[config.mk]
export PLATFORM = sky130hd
export DESIGN_NAME = system_tick_timer
export DESIGN_NICKNAME = d
export VERILOG_FILES = /design/src/logic/tick_timer_pkg.sv /design/src/logic/system_tick_timer.sv /design/src/logic/tick_source.sv
export SDC_FILE = /design/constraint.sdc
export NUM_CORES = 1
export LEC_CHECK = 0
export ABC_AREA = 1
export ABC_CLOCK_PERIOD_IN_PS = 4200
export BUFFER_PORTS_ARGS = -buffer_cell sky130_fd_sc_hd__buf_2
export CORE_MARGIN = 5
export CORE_UTILIZATION = 55
export DETAILED_ROUTE_END_ITERATION = 8
export PLACE_DENSITY = 0.84
export SYNTH_ARGS = -nofsm -noshare
export SYNTH_HDL_FRONTEND = slang
export SYNTH_HIERARCHICAL = 1
export SYNTH_SLANG_ARGS = --single-unit
[constraint.sdc]
create_clock -name aclk -period 4.2 [get_ports aclk]
set_clock_uncertainty 0.05 [all_clocks]
set_input_delay 0.63 -clock aclk [delete_from_list [all_inputs] [get_ports aclk]]
set_output_delay 0.63 -clock aclk [all_outputs]
set_load 0.02 [all_outputs]
[src/logic/tick_timer_pkg.sv]
package tick_timer_pkg;

    // ****************************************************************
    // bus geometry
    // ****************************************************************
    localparam int unsigned ADDR_W    = 8;
    localparam int unsigned DATA_W    = 32;
    localparam int unsigned STRB_W    = 4;
    localparam int unsigned COUNT_W   = 24;

    // ****************************************************************
    // register byte addresses
    // ****************************************************************
    localparam logic [7:0] OFF_CTRL   = 8'h10;
    localparam logic [7:0] OFF_RELOAD = 8'h14;
    localparam logic [7:0] OFF_CUR    = 8'h18;
    localparam logic [7:0] OFF_CAL    = 8'h1C;
    localparam logic [7:0] OFF_EVT    = 8'h20;
    localparam logic [7:0] OFF_MASK   = 8'h24;

    // ****************************************************************
    // field positions
    // ****************************************************************
    localparam int unsigned ENABLE_POS   = 0;
    localparam int unsigned EXC_REQ_POS  = 1;
    localparam int unsigned SRC_POS      = 2;
    localparam int unsigned FLAG_POS     = 16;
    localparam int unsigned NO_REF_POS   = 31;
    localparam int unsigned INEXACT_POS  = 30;
    localparam int unsigned EVT_ZERO_POS = 0;

    // ****************************************************************
    // reset and fixed values
    // ****************************************************************
    localparam logic [2:0]         CTRL_RESET   = 3'h0;
    localparam logic [COUNT_W-1:0] COUNT_RESET  = 24'h00_0000;
    localparam logic [COUNT_W-1:0] TEN_MS_COUNT = 24'h00_0C35;
    localparam logic [1:0]         RESP_OKAY    = 2'h0;
    localparam logic [1:0]         RESP_SLVERR  = 2'h2;

    // ****************************************************************
    // types
    // ****************************************************************
    typedef struct packed {
        logic tick_source_select;
        logic tick_exception_request;
        logic enable;
    } ctrl_s;

    typedef enum logic [1:0] {
        WR_IDLE = 2'b01,
        WR_RESP = 2'b10
    } wr_state_e;

endpackage : tick_timer_pkg

[src/logic/system_tick_timer.sv]
// The implementer's own choices: the address map and register access over AXI4-Lite.
`timescale 1ns/1ns
// Summary of operation
// - the zero flag at bit 16 is set when the counter has reached zero since the last read.
// - a read of the control and status register clears the zero flag after returning it, unless the counter reaches zero in that same cycle.
// - bit 2 picks the count clock: 0 the external fosc/32 reference, 1 the system clock.
// - with bit 1 set, reaching zero pends the tick exception; with it clear, nothing pends.
// - setting bit 0 loads the counter from the reload value and starts; clearing it stops.
// - the 24-bit reload value is copied in each time the counter hits zero; bits 31-24 read 0.
// - the current-value register reads the live count, and any write clears it to zero.
// - a write that clears the current value also clears the zero flag.
// - calibration bit 31 reads 0 when a reference clock exists and 1 when none does.
// - calibration bit 30 reads 0 when the count gives exactly 10 ms, 1 otherwise.
// - the calibration count field reads 0xC35, the number of reference-clock ticks in 10 ms; the reload for a 10 ms period is one less.
// - after reset the control register reads zero: stopped, external reference selected.
module system_tick_timer #(
    parameter logic REF_PRESENT = 1'b1,
    parameter logic CAL_INEXACT = 1'b0
) (
    input  wire logic                                 aclk,
    input  wire logic                                 aresetn,
    input  wire logic [tick_timer_pkg::ADDR_W-1:0]    s_axi_awaddr,
    input  wire logic [2:0]                           s_axi_awprot,
    input  wire logic                                 s_axi_awvalid,
    output logic                                      s_axi_awready,
    input  wire logic [tick_timer_pkg::DATA_W-1:0]    s_axi_wdata,
    input  wire logic [tick_timer_pkg::STRB_W-1:0]    s_axi_wstrb,
    input  wire logic                                 s_axi_wvalid,
    output logic                                      s_axi_wready,
    output logic [1:0]                                s_axi_bresp,
    output logic                                      s_axi_bvalid,
    input  wire logic                                 s_axi_bready,
    input  wire logic [tick_timer_pkg::ADDR_W-1:0]    s_axi_araddr,
    input  wire logic [2:0]                           s_axi_arprot,
    input  wire logic                                 s_axi_arvalid,
    output logic                                      s_axi_arready,
    output logic [tick_timer_pkg::DATA_W-1:0]         s_axi_rdata,
    output logic [1:0]                                s_axi_rresp,
    output logic                                      s_axi_rvalid,
    input  wire logic                                 s_axi_rready,
    input  wire logic                                 ext_ref_in,
    output logic                                      tick_exception_pend,
    output logic                                      irq
);
    import tick_timer_pkg::*;

    // ****************************************************************
    // helpers
    // ****************************************************************
    function automatic logic [DATA_W-1:0] merge_strb(
        input logic [DATA_W-1:0] old_v,
        input logic [DATA_W-1:0] new_v,
        input logic [STRB_W-1:0] strb
    );
        logic [DATA_W-1:0] res;
        res = old_v;
        for (int i = 0; i < STRB_W; i++) begin
            if (strb[i]) begin
                res[i*8 +: 8] = new_v[i*8 +: 8];
            end
        end
        return res;
    endfunction : merge_strb

    function automatic logic known_addr(input logic [ADDR_W-1:0] a);
        return (a == OFF_CTRL) || (a == OFF_RELOAD) || (a == OFF_CUR) ||
               (a == OFF_CAL) || (a == OFF_EVT) || (a == OFF_MASK);
    endfunction : known_addr

    // ****************************************************************
    // state
    // ****************************************************************
    ctrl_s                ctrl_ff;
    logic                 count_flag_ff;
    logic [COUNT_W-1:0]   reload_ff;
    logic [COUNT_W-1:0]   current_ff;
    logic                 evt_status_ff;
    logic                 evt_mask_ff;
    logic                 pend_ff;
    logic                 irq_ff;
    wr_state_e            wr_state_ff;
    logic                 aw_got_ff;
    logic                 w_got_ff;
    logic                 awready_ff;
    logic                 wready_ff;
    logic [1:0]           bresp_ff;
    logic [ADDR_W-1:0]    awaddr_ff;
    logic [DATA_W-1:0]    wdata_ff;
    logic [STRB_W-1:0]    wstrb_ff;
    logic                 arready_ff;
    logic                 rvalid_ff;
    logic [DATA_W-1:0]    rdata_ff;
    logic [1:0]           rresp_ff;
    logic                 tick;

    // ****************************************************************
    // write channel decode
    // ****************************************************************
    wire                aw_take  = s_axi_awvalid & awready_ff;
    wire                w_take   = s_axi_wvalid & wready_ff;
    wire                aw_have  = aw_got_ff | aw_take;
    wire                w_have   = w_got_ff | w_take;
    wire                wr_fire  = (wr_state_ff == WR_IDLE) & aw_have & w_have;
    wire [ADDR_W-1:0]   waddr    = aw_got_ff ? awaddr_ff : s_axi_awaddr;
    wire [DATA_W-1:0]   wdata    = w_got_ff ? wdata_ff : s_axi_wdata;
    wire [STRB_W-1:0]   wstrb    = w_got_ff ? wstrb_ff : s_axi_wstrb;
    wire                ctrl_wr  = wr_fire & (waddr == OFF_CTRL);
    wire                rel_wr   = wr_fire & (waddr == OFF_RELOAD);
    wire                cur_wr   = wr_fire & (waddr == OFF_CUR);
    wire                evt_wr   = wr_fire & (waddr == OFF_EVT);
    wire                mask_wr  = wr_fire & (waddr == OFF_MASK);
    wire [DATA_W-1:0]   ctrl_cur = {29'h0000_0000, ctrl_ff};
    wire [DATA_W-1:0]   ctrl_mrg = merge_strb(ctrl_cur, wdata, wstrb);
    wire [DATA_W-1:0]   rel_mrg  = merge_strb({8'h00, reload_ff}, wdata, wstrb);
    wire                evt_clr  = evt_wr & wstrb[0] & wdata[EVT_ZERO_POS];
    wire                mask_set = mask_wr & wstrb[0];
    // the source follows the write edge, so no stale tick of the old clock is counted
    wire                nxt_src  = ctrl_wr ? ctrl_mrg[SRC_POS] : ctrl_ff.tick_source_select;

    tick_source u_tick_source (
        .aclk               (aclk),
        .aresetn            (aresetn),
        .ext_ref_in         (ext_ref_in),
        .tick_source_select (nxt_src),
        .tick               (tick)
    );

    // ****************************************************************
    // counter core
    // ****************************************************************
    wire                ctrl_new_en = ctrl_wr ? ctrl_mrg[ENABLE_POS] : ctrl_ff.enable;
    wire                start       = ctrl_new_en & ~ctrl_ff.enable;
    wire                run         = ctrl_ff.enable & ctrl_new_en;
    wire                step        = run & tick & ~cur_wr;
    wire                at_zero     = (current_ff == COUNT_RESET);
    wire                reach_zero  = step & (current_ff == 24'h00_0001);
    wire                ar_take     = s_axi_arvalid & arready_ff;
    wire                rd_ctrl_clr = ar_take & (s_axi_araddr == OFF_CTRL);

    wire [COUNT_W-1:0]  nxt_current =
        cur_wr ? COUNT_RESET :
        start  ? reload_ff :
        !step  ? current_ff :
        at_zero ? reload_ff :
        COUNT_W'(current_ff - 24'h00_0001);

    // the new zero event beats a same-cycle control read or event-status clear, so none is lost
    wire nxt_count_flag = reach_zero |
                          (count_flag_ff & ~rd_ctrl_clr & ~cur_wr);
    wire nxt_evt_status = reach_zero | (evt_status_ff & ~evt_clr);
    wire nxt_pend       = reach_zero & ctrl_ff.tick_exception_request;
    wire nxt_irq        = nxt_evt_status & (mask_set ? wdata[EVT_ZERO_POS] : evt_mask_ff);

    always_ff @(posedge aclk) begin
        if (!aresetn) begin
            ctrl_ff       <= CTRL_RESET;
            count_flag_ff <= 1'b0;
            reload_ff     <= COUNT_RESET;
            current_ff    <= COUNT_RESET;
            evt_status_ff <= 1'b0;
            evt_mask_ff   <= 1'b0;
            pend_ff       <= 1'b0;
            irq_ff        <= 1'b0;
        end else begin
            if (ctrl_wr) begin
                ctrl_ff <= ctrl_mrg[2:0];
            end
            if (rel_wr) begin
                reload_ff <= rel_mrg[COUNT_W-1:0];
            end
            if (mask_set) begin
                evt_mask_ff <= wdata[EVT_ZERO_POS];
            end
            current_ff    <= nxt_current;
            count_flag_ff <= nxt_count_flag;
            evt_status_ff <= nxt_evt_status;
            pend_ff       <= nxt_pend;
            irq_ff        <= nxt_irq;
        end
    end

    // ****************************************************************
    // write channel
    // ****************************************************************
    always_ff @(posedge aclk) begin
        if (!aresetn) begin
            wr_state_ff <= WR_IDLE;
            aw_got_ff   <= 1'b0;
            w_got_ff    <= 1'b0;
            awready_ff  <= 1'b1;
            wready_ff   <= 1'b1;
            bresp_ff    <= RESP_OKAY;
            awaddr_ff   <= '0;
            wdata_ff    <= '0;
            wstrb_ff    <= '0;
        end else begin
            if (aw_take) begin
                awaddr_ff <= s_axi_awaddr;
            end
            if (w_take) begin
                wdata_ff <= s_axi_wdata;
                wstrb_ff <= s_axi_wstrb;
            end
            case (wr_state_ff)
                WR_IDLE: begin
                    if (wr_fire) begin
                        wr_state_ff <= WR_RESP;
                        aw_got_ff   <= 1'b0;
                        w_got_ff    <= 1'b0;
                        awready_ff  <= 1'b0;
                        wready_ff   <= 1'b0;
                        bresp_ff    <= known_addr(waddr) ? RESP_OKAY : RESP_SLVERR;
                    end else begin
                        aw_got_ff  <= aw_have;
                        w_got_ff   <= w_have;
                        awready_ff <= ~aw_have;
                        wready_ff  <= ~w_have;
                    end
                end
                WR_RESP: begin
                    if (s_axi_bready) begin
                        wr_state_ff <= WR_IDLE;
                        awready_ff  <= 1'b1;
                        wready_ff   <= 1'b1;
                    end
                end
                default: begin
                    wr_state_ff <= WR_IDLE;
                    awready_ff  <= 1'b1;
                    wready_ff   <= 1'b1;
                end
            endcase
        end
    end

    // ****************************************************************
    // read channel
    // ****************************************************************
    wire [DATA_W-1:0] ctrl_rd = (DATA_W'(count_flag_ff) << FLAG_POS) | ctrl_cur;
    wire [DATA_W-1:0] cal_rd  = (DATA_W'(~REF_PRESENT) << NO_REF_POS) |
                                (DATA_W'(CAL_INEXACT) << INEXACT_POS) |
                                {8'h00, TEN_MS_COUNT};
    wire [DATA_W-1:0] rd_mux  =
        (s_axi_araddr == OFF_CTRL)   ? ctrl_rd :
        (s_axi_araddr == OFF_RELOAD) ? {8'h00, reload_ff} :
        (s_axi_araddr == OFF_CUR)    ? {8'h00, current_ff} :
        (s_axi_araddr == OFF_CAL)    ? cal_rd :
        (s_axi_araddr == OFF_EVT)    ? DATA_W'(evt_status_ff) :
        (s_axi_araddr == OFF_MASK)   ? DATA_W'(evt_mask_ff) : 32'h0000_0000;

    always_ff @(posedge aclk) begin
        if (!aresetn) begin
            arready_ff <= 1'b1;
            rvalid_ff  <= 1'b0;
            rdata_ff   <= '0;
            rresp_ff   <= RESP_OKAY;
        end else if (ar_take) begin
            arready_ff <= 1'b0;
            rvalid_ff  <= 1'b1;
            rdata_ff   <= rd_mux;
            rresp_ff   <= known_addr(s_axi_araddr) ? RESP_OKAY : RESP_SLVERR;
        end else if (rvalid_ff && s_axi_rready) begin
            arready_ff <= 1'b1;
            rvalid_ff  <= 1'b0;
        end
    end

    assign s_axi_awready       = awready_ff;
    assign s_axi_wready        = wready_ff;
    assign s_axi_bvalid        = wr_state_ff[1];
    assign s_axi_bresp         = bresp_ff;
    assign s_axi_arready       = arready_ff;
    assign s_axi_rvalid        = rvalid_ff;
    assign s_axi_rdata         = rdata_ff;
    assign s_axi_rresp         = rresp_ff;
    assign tick_exception_pend = pend_ff;
    assign irq                 = irq_ff;
endmodule : system_tick_timer

[src/logic/tick_source.sv]
`timescale 1ns/1ns
module tick_source (
    input  wire logic aclk,
    input  wire logic aresetn,
    input  wire logic ext_ref_in,
    input  wire logic tick_source_select,
    output logic      tick
);
    import tick_timer_pkg::*;

    // ****************************************************************
    // reference pin synchroniser and edge detect
    // ****************************************************************
    logic ref_meta_ff;
    logic ref_sync_ff;
    logic ref_prev_ff;
    logic tick_ff;
    wire  ref_edge;

    // prev looks at the second stage only, never the metastable one
    assign ref_edge = ref_sync_ff & ~ref_prev_ff;

    always_ff @(posedge aclk) begin
        if (!aresetn) begin
            ref_meta_ff <= 1'b0;
            ref_sync_ff <= 1'b0;
            ref_prev_ff <= 1'b0;
            tick_ff     <= 1'b0;
        end else begin
            ref_meta_ff <= ext_ref_in;
            ref_sync_ff <= ref_meta_ff;
            ref_prev_ff <= ref_sync_ff;
            tick_ff     <= tick_source_select | ref_edge;
        end
    end

    assign tick = tick_ff;
endmodule : tick_source

==> key figures, run 1 <==
Outcome
  – Status: finished clean

Pwr
  – Pwr dens: 394 mW/mm^2
  – Reg power frac: 0.444
  – Comb pwr share: 0.099
  – Pleak: 0.00361 uW
  – Internal: 2180 uW
  – VDD IR max: 0.000281 V
  – Psw: 762 uW
  – Sw Ratio: 0.259
  – Clk pwr share: 0.457

Route
  – Met1 WL: 7080 um
  – Met2 WL post-DR: 8140 um
  – Iter 0 DRT Violations: 472
  – Via count: 6554
  – Vias per cell: 5.46
  – Post-Route WL: 17100 um
  – Top Metal Used: met4
  – Wire length per cell: 14.2 um
  – Remaining DRCs: 0
  – Met3 wire len: 1420 um
  – TritonRoute pass-1 iters: 6
  – Post-route ant nets: 0

Hold path
  – Hold-critical path depth: 3
  – Hold path start: ext_ref_in
  – Hold endpoint: u_tick_source/ref_meta_ff$_SDFF_PN0_
  – Hold Crit Class: in2reg

Worst setup path
  – R2R Setup Slk: 1.29 ns
  – Reg2reg end: current_ff[4]$_SDFFE_PP0P_
  – Max incr delay on CP: 0.37 ns
  – Number of buffers and inverters on the critical path: 2
  – Worst R2R Start: s_axi_wready$_SDFFE_PN1P_
  – Slowest CP cell: nand2_4
  – CP endpoint kind: flop
  – R2R depth: 12
  – WS Path Type: reg2reg
  – Required @ worst endpoint: 4.45 ns
  – Crit Path Max Fanout: 31
  – CP startpoint: s_axi_wready$_SDFFE_PN1P_
  – WP data arrival: 3.16 ns
  – Most common cell on crit path: nor2_1
  – Crit start category: flop
  – Levels on crit path: 12
  – CP Cell Sequence: nand2_2, inv_2, nor2_2, nor2_8, nand2_1, nor2_1, nor2_1, nand3_4, nand2_4, inv_2, nor2_1, nor2_1
  – Top Family by Delay on Critical Path: simple AND/OR/NAND/NOR gates

Floorplanning
  – Row count: 39
  – Initial Util: 0.566
  – Width of the die: 119 um
  – I/O pins: 109
  – Die span in y: 119 um
  – Core area: 0.0115 mm^2
  – Die area: 0.0141 mm^2

Global routing
  – First-pass GRT wire length: 28500 um
  – Total global-route track usage: 0.243
  – Vias in the first global route: 6133
  – Initial antenna violation count: 0
  – Largest net degree at the start of global routing: 68
  – Grt ovf: 0

Logic synthesis
  – Register area share after synthesis: 0.397
  – Synthesized area per cell: 6.67 um^2
  – Ys async rst share: 0
  – Post-Synthesis Cells: 976
  – Post-synth EDFFs: 0
  – Yosys warns: 6
  – Main synth FF type: dfxtp_1
  – Yosys reg bits: 129
  – Mapped Area: 0.00651 mm^2
  – Unique cell type count in the Yosys netlist: 41

STA
  – Final period util: 0.692
  – Max frequency: 344 MHz
  – Final setup viols: 0
  – Final critical-path required period: 2.91 ns
  – Actual transition at the worst max-transition pin: 0.931 ns
  – RSZ-0062 raised after global routing: no
  – Setup TNS: 0 ns
  – Hold WS: 0.361 ns
  – Max-slew violations: 0
  – Slew HR: 0.377
  – Final Hold Viols: 0

CTS
  – Clock Latency Late Sink: 0.41 ns
  – Max H-tree Level: 4
  – CTS tree: built
  – Clk root buf: clkbuf_16
  – Clock transition at path regs: 0.06 ns
  – Clk sink count: 129
  – Max Root-Sink Buffers: 2
  – Post-CTS sizing: 0
  – TritonCTS buffer count: 17
  – # hold bufs at CTS: 0
  – Post-CTS Setup Repair Bufs: 0

Cells and area
  – Layout Nets: 1114
  – Diodes inserted: 0
  – Most frequent cells in the layout: nand2_1, nor2_1, dfxtp_1
  – Share of cells above drive strength 1: 0.139
  – Most common cell after layout, fill and taps aside: nand2_1
  – Synth-to-layout area growth: 14.8%

Run
  – Max_cap viols: 0

Placed design
  – Buffers on Ports: 83
  – Final HPWL DP: 11600 um
  – Global placement routability congestion: 0.915
==> how the worst max path moves through the flow <==
stage                                            end
after floorplan           current_ff[0]$_SDFFE_PP0P_
after global placement    current_ff[4]$_SDFFE_PP0P_
after detailed placement  current_ff[4]$_SDFFE_PP0P_
after CTS                 current_ff[4]$_SDFFE_PP0P_
after global routing      current_ff[4]$_SDFFE_PP0P_
final                     current_ff[4]$_SDFFE_PP0P_
==> cell usage after synthesis, types with 2 or more instances <==
| cell | instances | share of area |
|---|---|---|
| nand2_1 | 253 | 0.15 |
| nor2_1 | 152 | 0.088 |
| dfxtp_1 | 129 | 0.40 |
| inv_1 | 82 | 0.047 |
| nand3_1 | 71 | 0.055 |
| a21oi_1 | 59 | 0.045 |
| o21ai_0 | 56 | 0.043 |
| clkbuf_1 | 27 | 0.016 |
| a31oi_1 | 18 | 0.017 |
| nand4_1 | 15 | 0.014 |
| xor2_1 | 14 | 0.019 |
| buf_4 | 12 | 0.014 |
| o22ai_1 | 12 | 0.012 |
| nand2_2 | 10 | 0.0096 |
| inv_2 | 6 | 0.0035 |
| mux2i_1 | 6 | 0.0092 |
| o21ai_1 | 6 | 0.0046 |
| a211oi_1 | 5 | 0.0058 |
| buf_1 | 4 | 0.0023 |
| buf_2 | 4 | 0.0031 |
| buf_6 | 4 | 0.0069 |
| o221ai_1 | 4 | 0.0054 |
| ha_1 | 3 | 0.0058 |
| nand3b_1 | 3 | 0.0035 |
| nor3_1 | 3 | 0.0023 |
| a22oi_1 | 2 | 0.0023 |
| nor2_4 | 2 | 0.0035 |
==> worst reg2reg max path: stages (launching register included) <==
cell     delay [ns]
dfxtp_1        0.33
nand2_2        0.32
inv_2          0.32
nor2_2         0.35
nor2_8         0.10
nand2_1        0.07
nor2_1         0.06
nor2_1         0.24
nand3_4        0.28
nand2_4        0.37
inv_2          0.11
nor2_1         0.14
nor2_1         0.07
==> state kept, by name, summed over array words and instances, names as in the netlist, 2 cells and up <==
signal       flops
s_axi_rdata     24
ctrl_cur         3
current_ff      24
reload_ff       24
wdata_ff        24
wr_state_ff      2
awaddr_ff        8
wstrb_ff         3
==> cell families (layout without fill, tap and decap cells) <==
group,Yosys count,in the layout,share of synthesized area
AO/OA/AOI/OAI,165,165,0.139
XOR/XNOR,15,15,0.0202
adder cells (fa/ha/maj),3,3,0.00576
buffers and inverters,140,212,0.0934
flip-flops,129,129,0.397
multiplexers,6,6,0.00922
other,1,10,0.000576
AND/OR/NAND/NOR,517,517,0.335
==> through the flow <==
step / utilization / total power, uW / instances / setup WS, ns / cell area [um^2]
floorplan: - / 1540 / 985 / 2.13 / 6550
global placement: 0.602 / 1610 / 1169 / 1.00 / 6940
detailed placement: 0.602 / 1620 / 1169 / 0.996 / 6940
CTS: 0.649 / 2950 / 1200 / 1.32 / 7470
global route: 0.649 / 3050 / 1200 / 1.06 / 7470
finish: 0.649 / 2940 / 1200 / 1.29 / 7470
==> metal layers <==
| layer | GRT usage | vias up |
|---|---|---|
| met2 | 0.410 | 269 |
| met4 | 0.0956 | 0 |
| met1 | 0.307 | 2946 |
| li1 | - | 3297 |
| met3 | 0.0455 | 42 |
| met5 | 0 | - |
==> cell type report <==
class | instances | area, um^2
flip-flops and latches | 129 | 2580
clock buffers | 19 | 443
well taps | 143 | 179
inverters | 89 | 337
clock inverters | 12 | 93.8
fillers | 1004 | 4040
multi-input cells | 716 | 3360
repair buffers | 92 | 483
==> power groups by stage <==
stage	combinational, uW	sequential (uW)	clock, uW
finish	292	1310	1340
global route	331	1310	1410
CTS	291	1310	1350
detailed placement	288	1330	0
global placement	282	1330	0
floorplan	215	1330	0
(Power assumes the default switching activity.)
==> run 2: changes to the inputs <==
--- a/config.mk
+++ b/config.mk
@@ -6,7 +6,7 @@
 export NUM_CORES = 1
 export LEC_CHECK = 0
 export ABC_AREA = 1
-export ABC_CLOCK_PERIOD_IN_PS = 4200
+export ABC_CLOCK_PERIOD_IN_PS = 2800
 export BUFFER_PORTS_ARGS = -buffer_cell sky130_fd_sc_hd__buf_2
 export CORE_MARGIN = 5
 export CORE_UTILIZATION = 55
==> constraint.sdc (replaced) <==
create_clock -name aclk -period 2.8 [get_ports aclk]
set_clock_uncertainty 0.05 [all_clocks]
set_input_delay 0.42 -clock aclk [delete_from_list [all_inputs] [get_ports aclk]]
set_output_delay 0.42 -clock aclk [all_outputs]
set_load 0.02 [all_outputs]
==> run 2 against run 1 <==
  * Total power increased by 56%
  * Worst hold slack got worse by 0.22 ns
  * Wire length increased by 2.0%
  * First-iteration DRC count increased by 13%
  * Final cell count increased by 0.67%
  * Fmax increased by 14%
  * Critical path type unchanged
  * Die area unchanged
  * Critical endpoint is now current_ff[15]$_SDFFE_PP0P_
  * Cell area increased by 1.5%
  * Clock-buffer cell count increased by 8
  * Sequential power increased by 49%
  * Largest cell class unchanged
  * Via count increased by 0.93%
==> key figures, run 2 (same netlist as run 1, synthesis figures left out) <==
Pwr
  – Psw: 1140 uW
  – Internal: 3460 uW
  – Reg power frac: 0.425
  – VDD IR max: 0.000470 V
  – Clk pwr share: 0.475
  – Sw Ratio: 0.248
  – Pwr dens: 606 mW/mm^2
  – Pleak: 0.00367 uW
  – Comb pwr share: 0.100

STA
  – Setup TNS: 0 ns
  – Final setup viols: 0
  – Slew HR: 0.473
  – Final period util: 0.910
  – RSZ-0062 raised after global routing: no
  – Hold WS: 0.137 ns
  – Actual transition at the worst max-transition pin: 0.787 ns
  – Max-slew violations: 0
  – Final Hold Viols: 0
  – Final critical-path required period: 2.55 ns
  – Max frequency: 393 MHz

Outcome
  – Status: finished clean

CTS
  – Clk sink count: 129
  – Post-CTS Setup Repair Bufs: 0
  – CTS tree: built
  – Post-CTS sizing: 0
  – TritonCTS buffer count: 17
  – Max H-tree Level: 4
  – Max Root-Sink Buffers: 2
  – Clock transition at path regs: 0.05 ns
  – # hold bufs at CTS: 0
  – Clock Latency Late Sink: 0.43 ns
  – Clk root buf: clkbuf_16

Worst setup path
  – Reg2reg end: current_ff[15]$_SDFFE_PP0P_
  – Levels on crit path: 8
  – CP endpoint kind: flop
  – Slowest CP cell: nor2_1
  – R2R Setup Slk: 0.25 ns
  – Top Family by Delay on Critical Path: simple AND/OR/NAND/NOR gates
  – Max incr delay on CP: 0.60 ns
  – WP data arrival: 2.84 ns
  – CP Cell Sequence: inv_4, nand2_1, nand2_1, nand3_1, nor2_1, nor2_1, inv_1, a21oi_1
  – Required @ worst endpoint: 3.09 ns
  – Crit start category: flop
  – WS Path Type: reg2reg
  – Crit Path Max Fanout: 15
  – Number of buffers and inverters on the critical path: 2
  – R2R depth: 8
  – Worst R2R Start: aw_got_ff$_SDFFE_PN0N_

Global routing
  – Largest net degree at the start of global routing: 60
  – Grt ovf: 0
  – Initial antenna violation count: 0
  – First-pass GRT wire length: 28600 um
  – Total global-route track usage: 0.246
  – Vias in the first global route: 6103

Floorplanning
  – Die area: 0.0141 mm^2
  – Width of the die: 119 um
  – Die span in y: 119 um
  – Row count: 39
  – Initial Util: 0.566
  – Core area: 0.0115 mm^2
  – I/O pins: 109

Cells and area
  – Cell area after layout: 0.00758 mm^2
  – Synth-to-layout area growth: 16.5%
  – Fin util: 0.659
  – Layout fillers: 991
  – Most common cell after layout, fill and taps aside: nand2_1
  – Share of cells above drive strength 1: 0.145
  – Diodes inserted: 0
  – Most frequent cells in the layout: nand2_1, nor2_1, dfxtp_1
  – Layout Nets: 1122

Hold path
  – Hold endpoint: u_tick_source/ref_meta_ff$_SDFF_PN0_
  – Hold-critical path depth: 3
  – Hold Crit Class: in2reg
  – Hold path start: ext_ref_in

Run
  – Max_cap viols: 0

Placed design
  – Final HPWL DP: 11900 um
  – Buffers on Ports: 83
  – Placed cell area: 0.00700 mm^2
  – Global placement routability congestion: 0.959

Route
  – Vias per cell: 5.48
  – Post-route ant nets: 0
  – Iter 0 DRT Violations: 535
  – Post-Route WL: 17400 um
  – TritonRoute pass-1 iters: 6
  – Remaining DRCs: 0
  – Via count: 6615
  – Wire length per cell: 14.4 um
[run 2: changes by cell type in the layout (fill, tap and decap cells not counted), sizes merged]
cell,previous run,this run
clkbuf,19,27
buf,92,100
clkinvlp,2,0
clkinv,9,3
[run 2: final cells by class]
| class | instances | area (um^2) | share of cell area |
|---|---|---|---|
| Clock inverter | 4 | 45.0 | 0.00594 |
| Multi-Input combinational cell | 716 | 3360 | 0.442 |
| Tap cell | 143 | 179 | 0.0236 |
| Sequential cell | 129 | 2580 | 0.340 |
| Inverter | 89 | 337 | 0.0444 |
| Clock buffer | 27 | 543 | 0.0716 |
| Timing Repair Buffer | 100 | 543 | 0.0716 |
[run 2: tightest hold or removal path, cell delays in order]
cell	delay, ns
buf_2	0.07
nand2_1	0.04
inv_1	0.04
[run 2: stage by stage]
step | setup slack (ns) | cells | power, uW
finish | 0.253 | 1208 | 4590
global route | 0.0745 | 1208 | 4750
CTS | 0.287 | 1208 | 4590
detailed placement | 0.182 | 1177 | 2440
global placement | 0.281 | 1177 | 2430
floorplan | 0.936 | 985 | 2310
[run 2: worst max path at each step]
stage	start	to	slack, ns
after floorplan	s_axi_wvalid	current_ff[1]$_SDFFE_PP0P_	0.94
after global placement	s_axi_wvalid	current_ff[23]$_SDFFE_PP0P_	0.28
after detailed placement	s_axi_wvalid	current_ff[12]$_SDFFE_PP0P_	0.18
after CTS	aw_got_ff$_SDFFE_PN0N_	current_ff[15]$_SDFFE_PP0P_	0.29
after global routing	aw_got_ff$_SDFFE_PN0N_	current_ff[15]$_SDFFE_PP0P_	0.07
final	aw_got_ff$_SDFFE_PN0N_	current_ff[15]$_SDFFE_PP0P_	0.25
[run 2: metal layers]
layer | vias to the layer above | share of wire | global-route usage
met1 | 2986 | 0.42 | 0.315
li1 | 3305 | - | -
met2 | 279 | 0.47 | 0.399
met4 | 0 | 0.030 | 0.112
met5 | - | 0 | 0
met3 | 45 | 0.081 | 0.0555
[run 2: power groups by stage]
stage,Clock (uW),Sequential [uW],Combinational (uW)
2_1_floorplan,0,1990,323
3_3_place_gp,0,1990,442
3_5_place_dp,0,1990,454
4_1_cts,2180,1950,459
5_1_grt,2270,1960,514
6_report,2180,1950,459
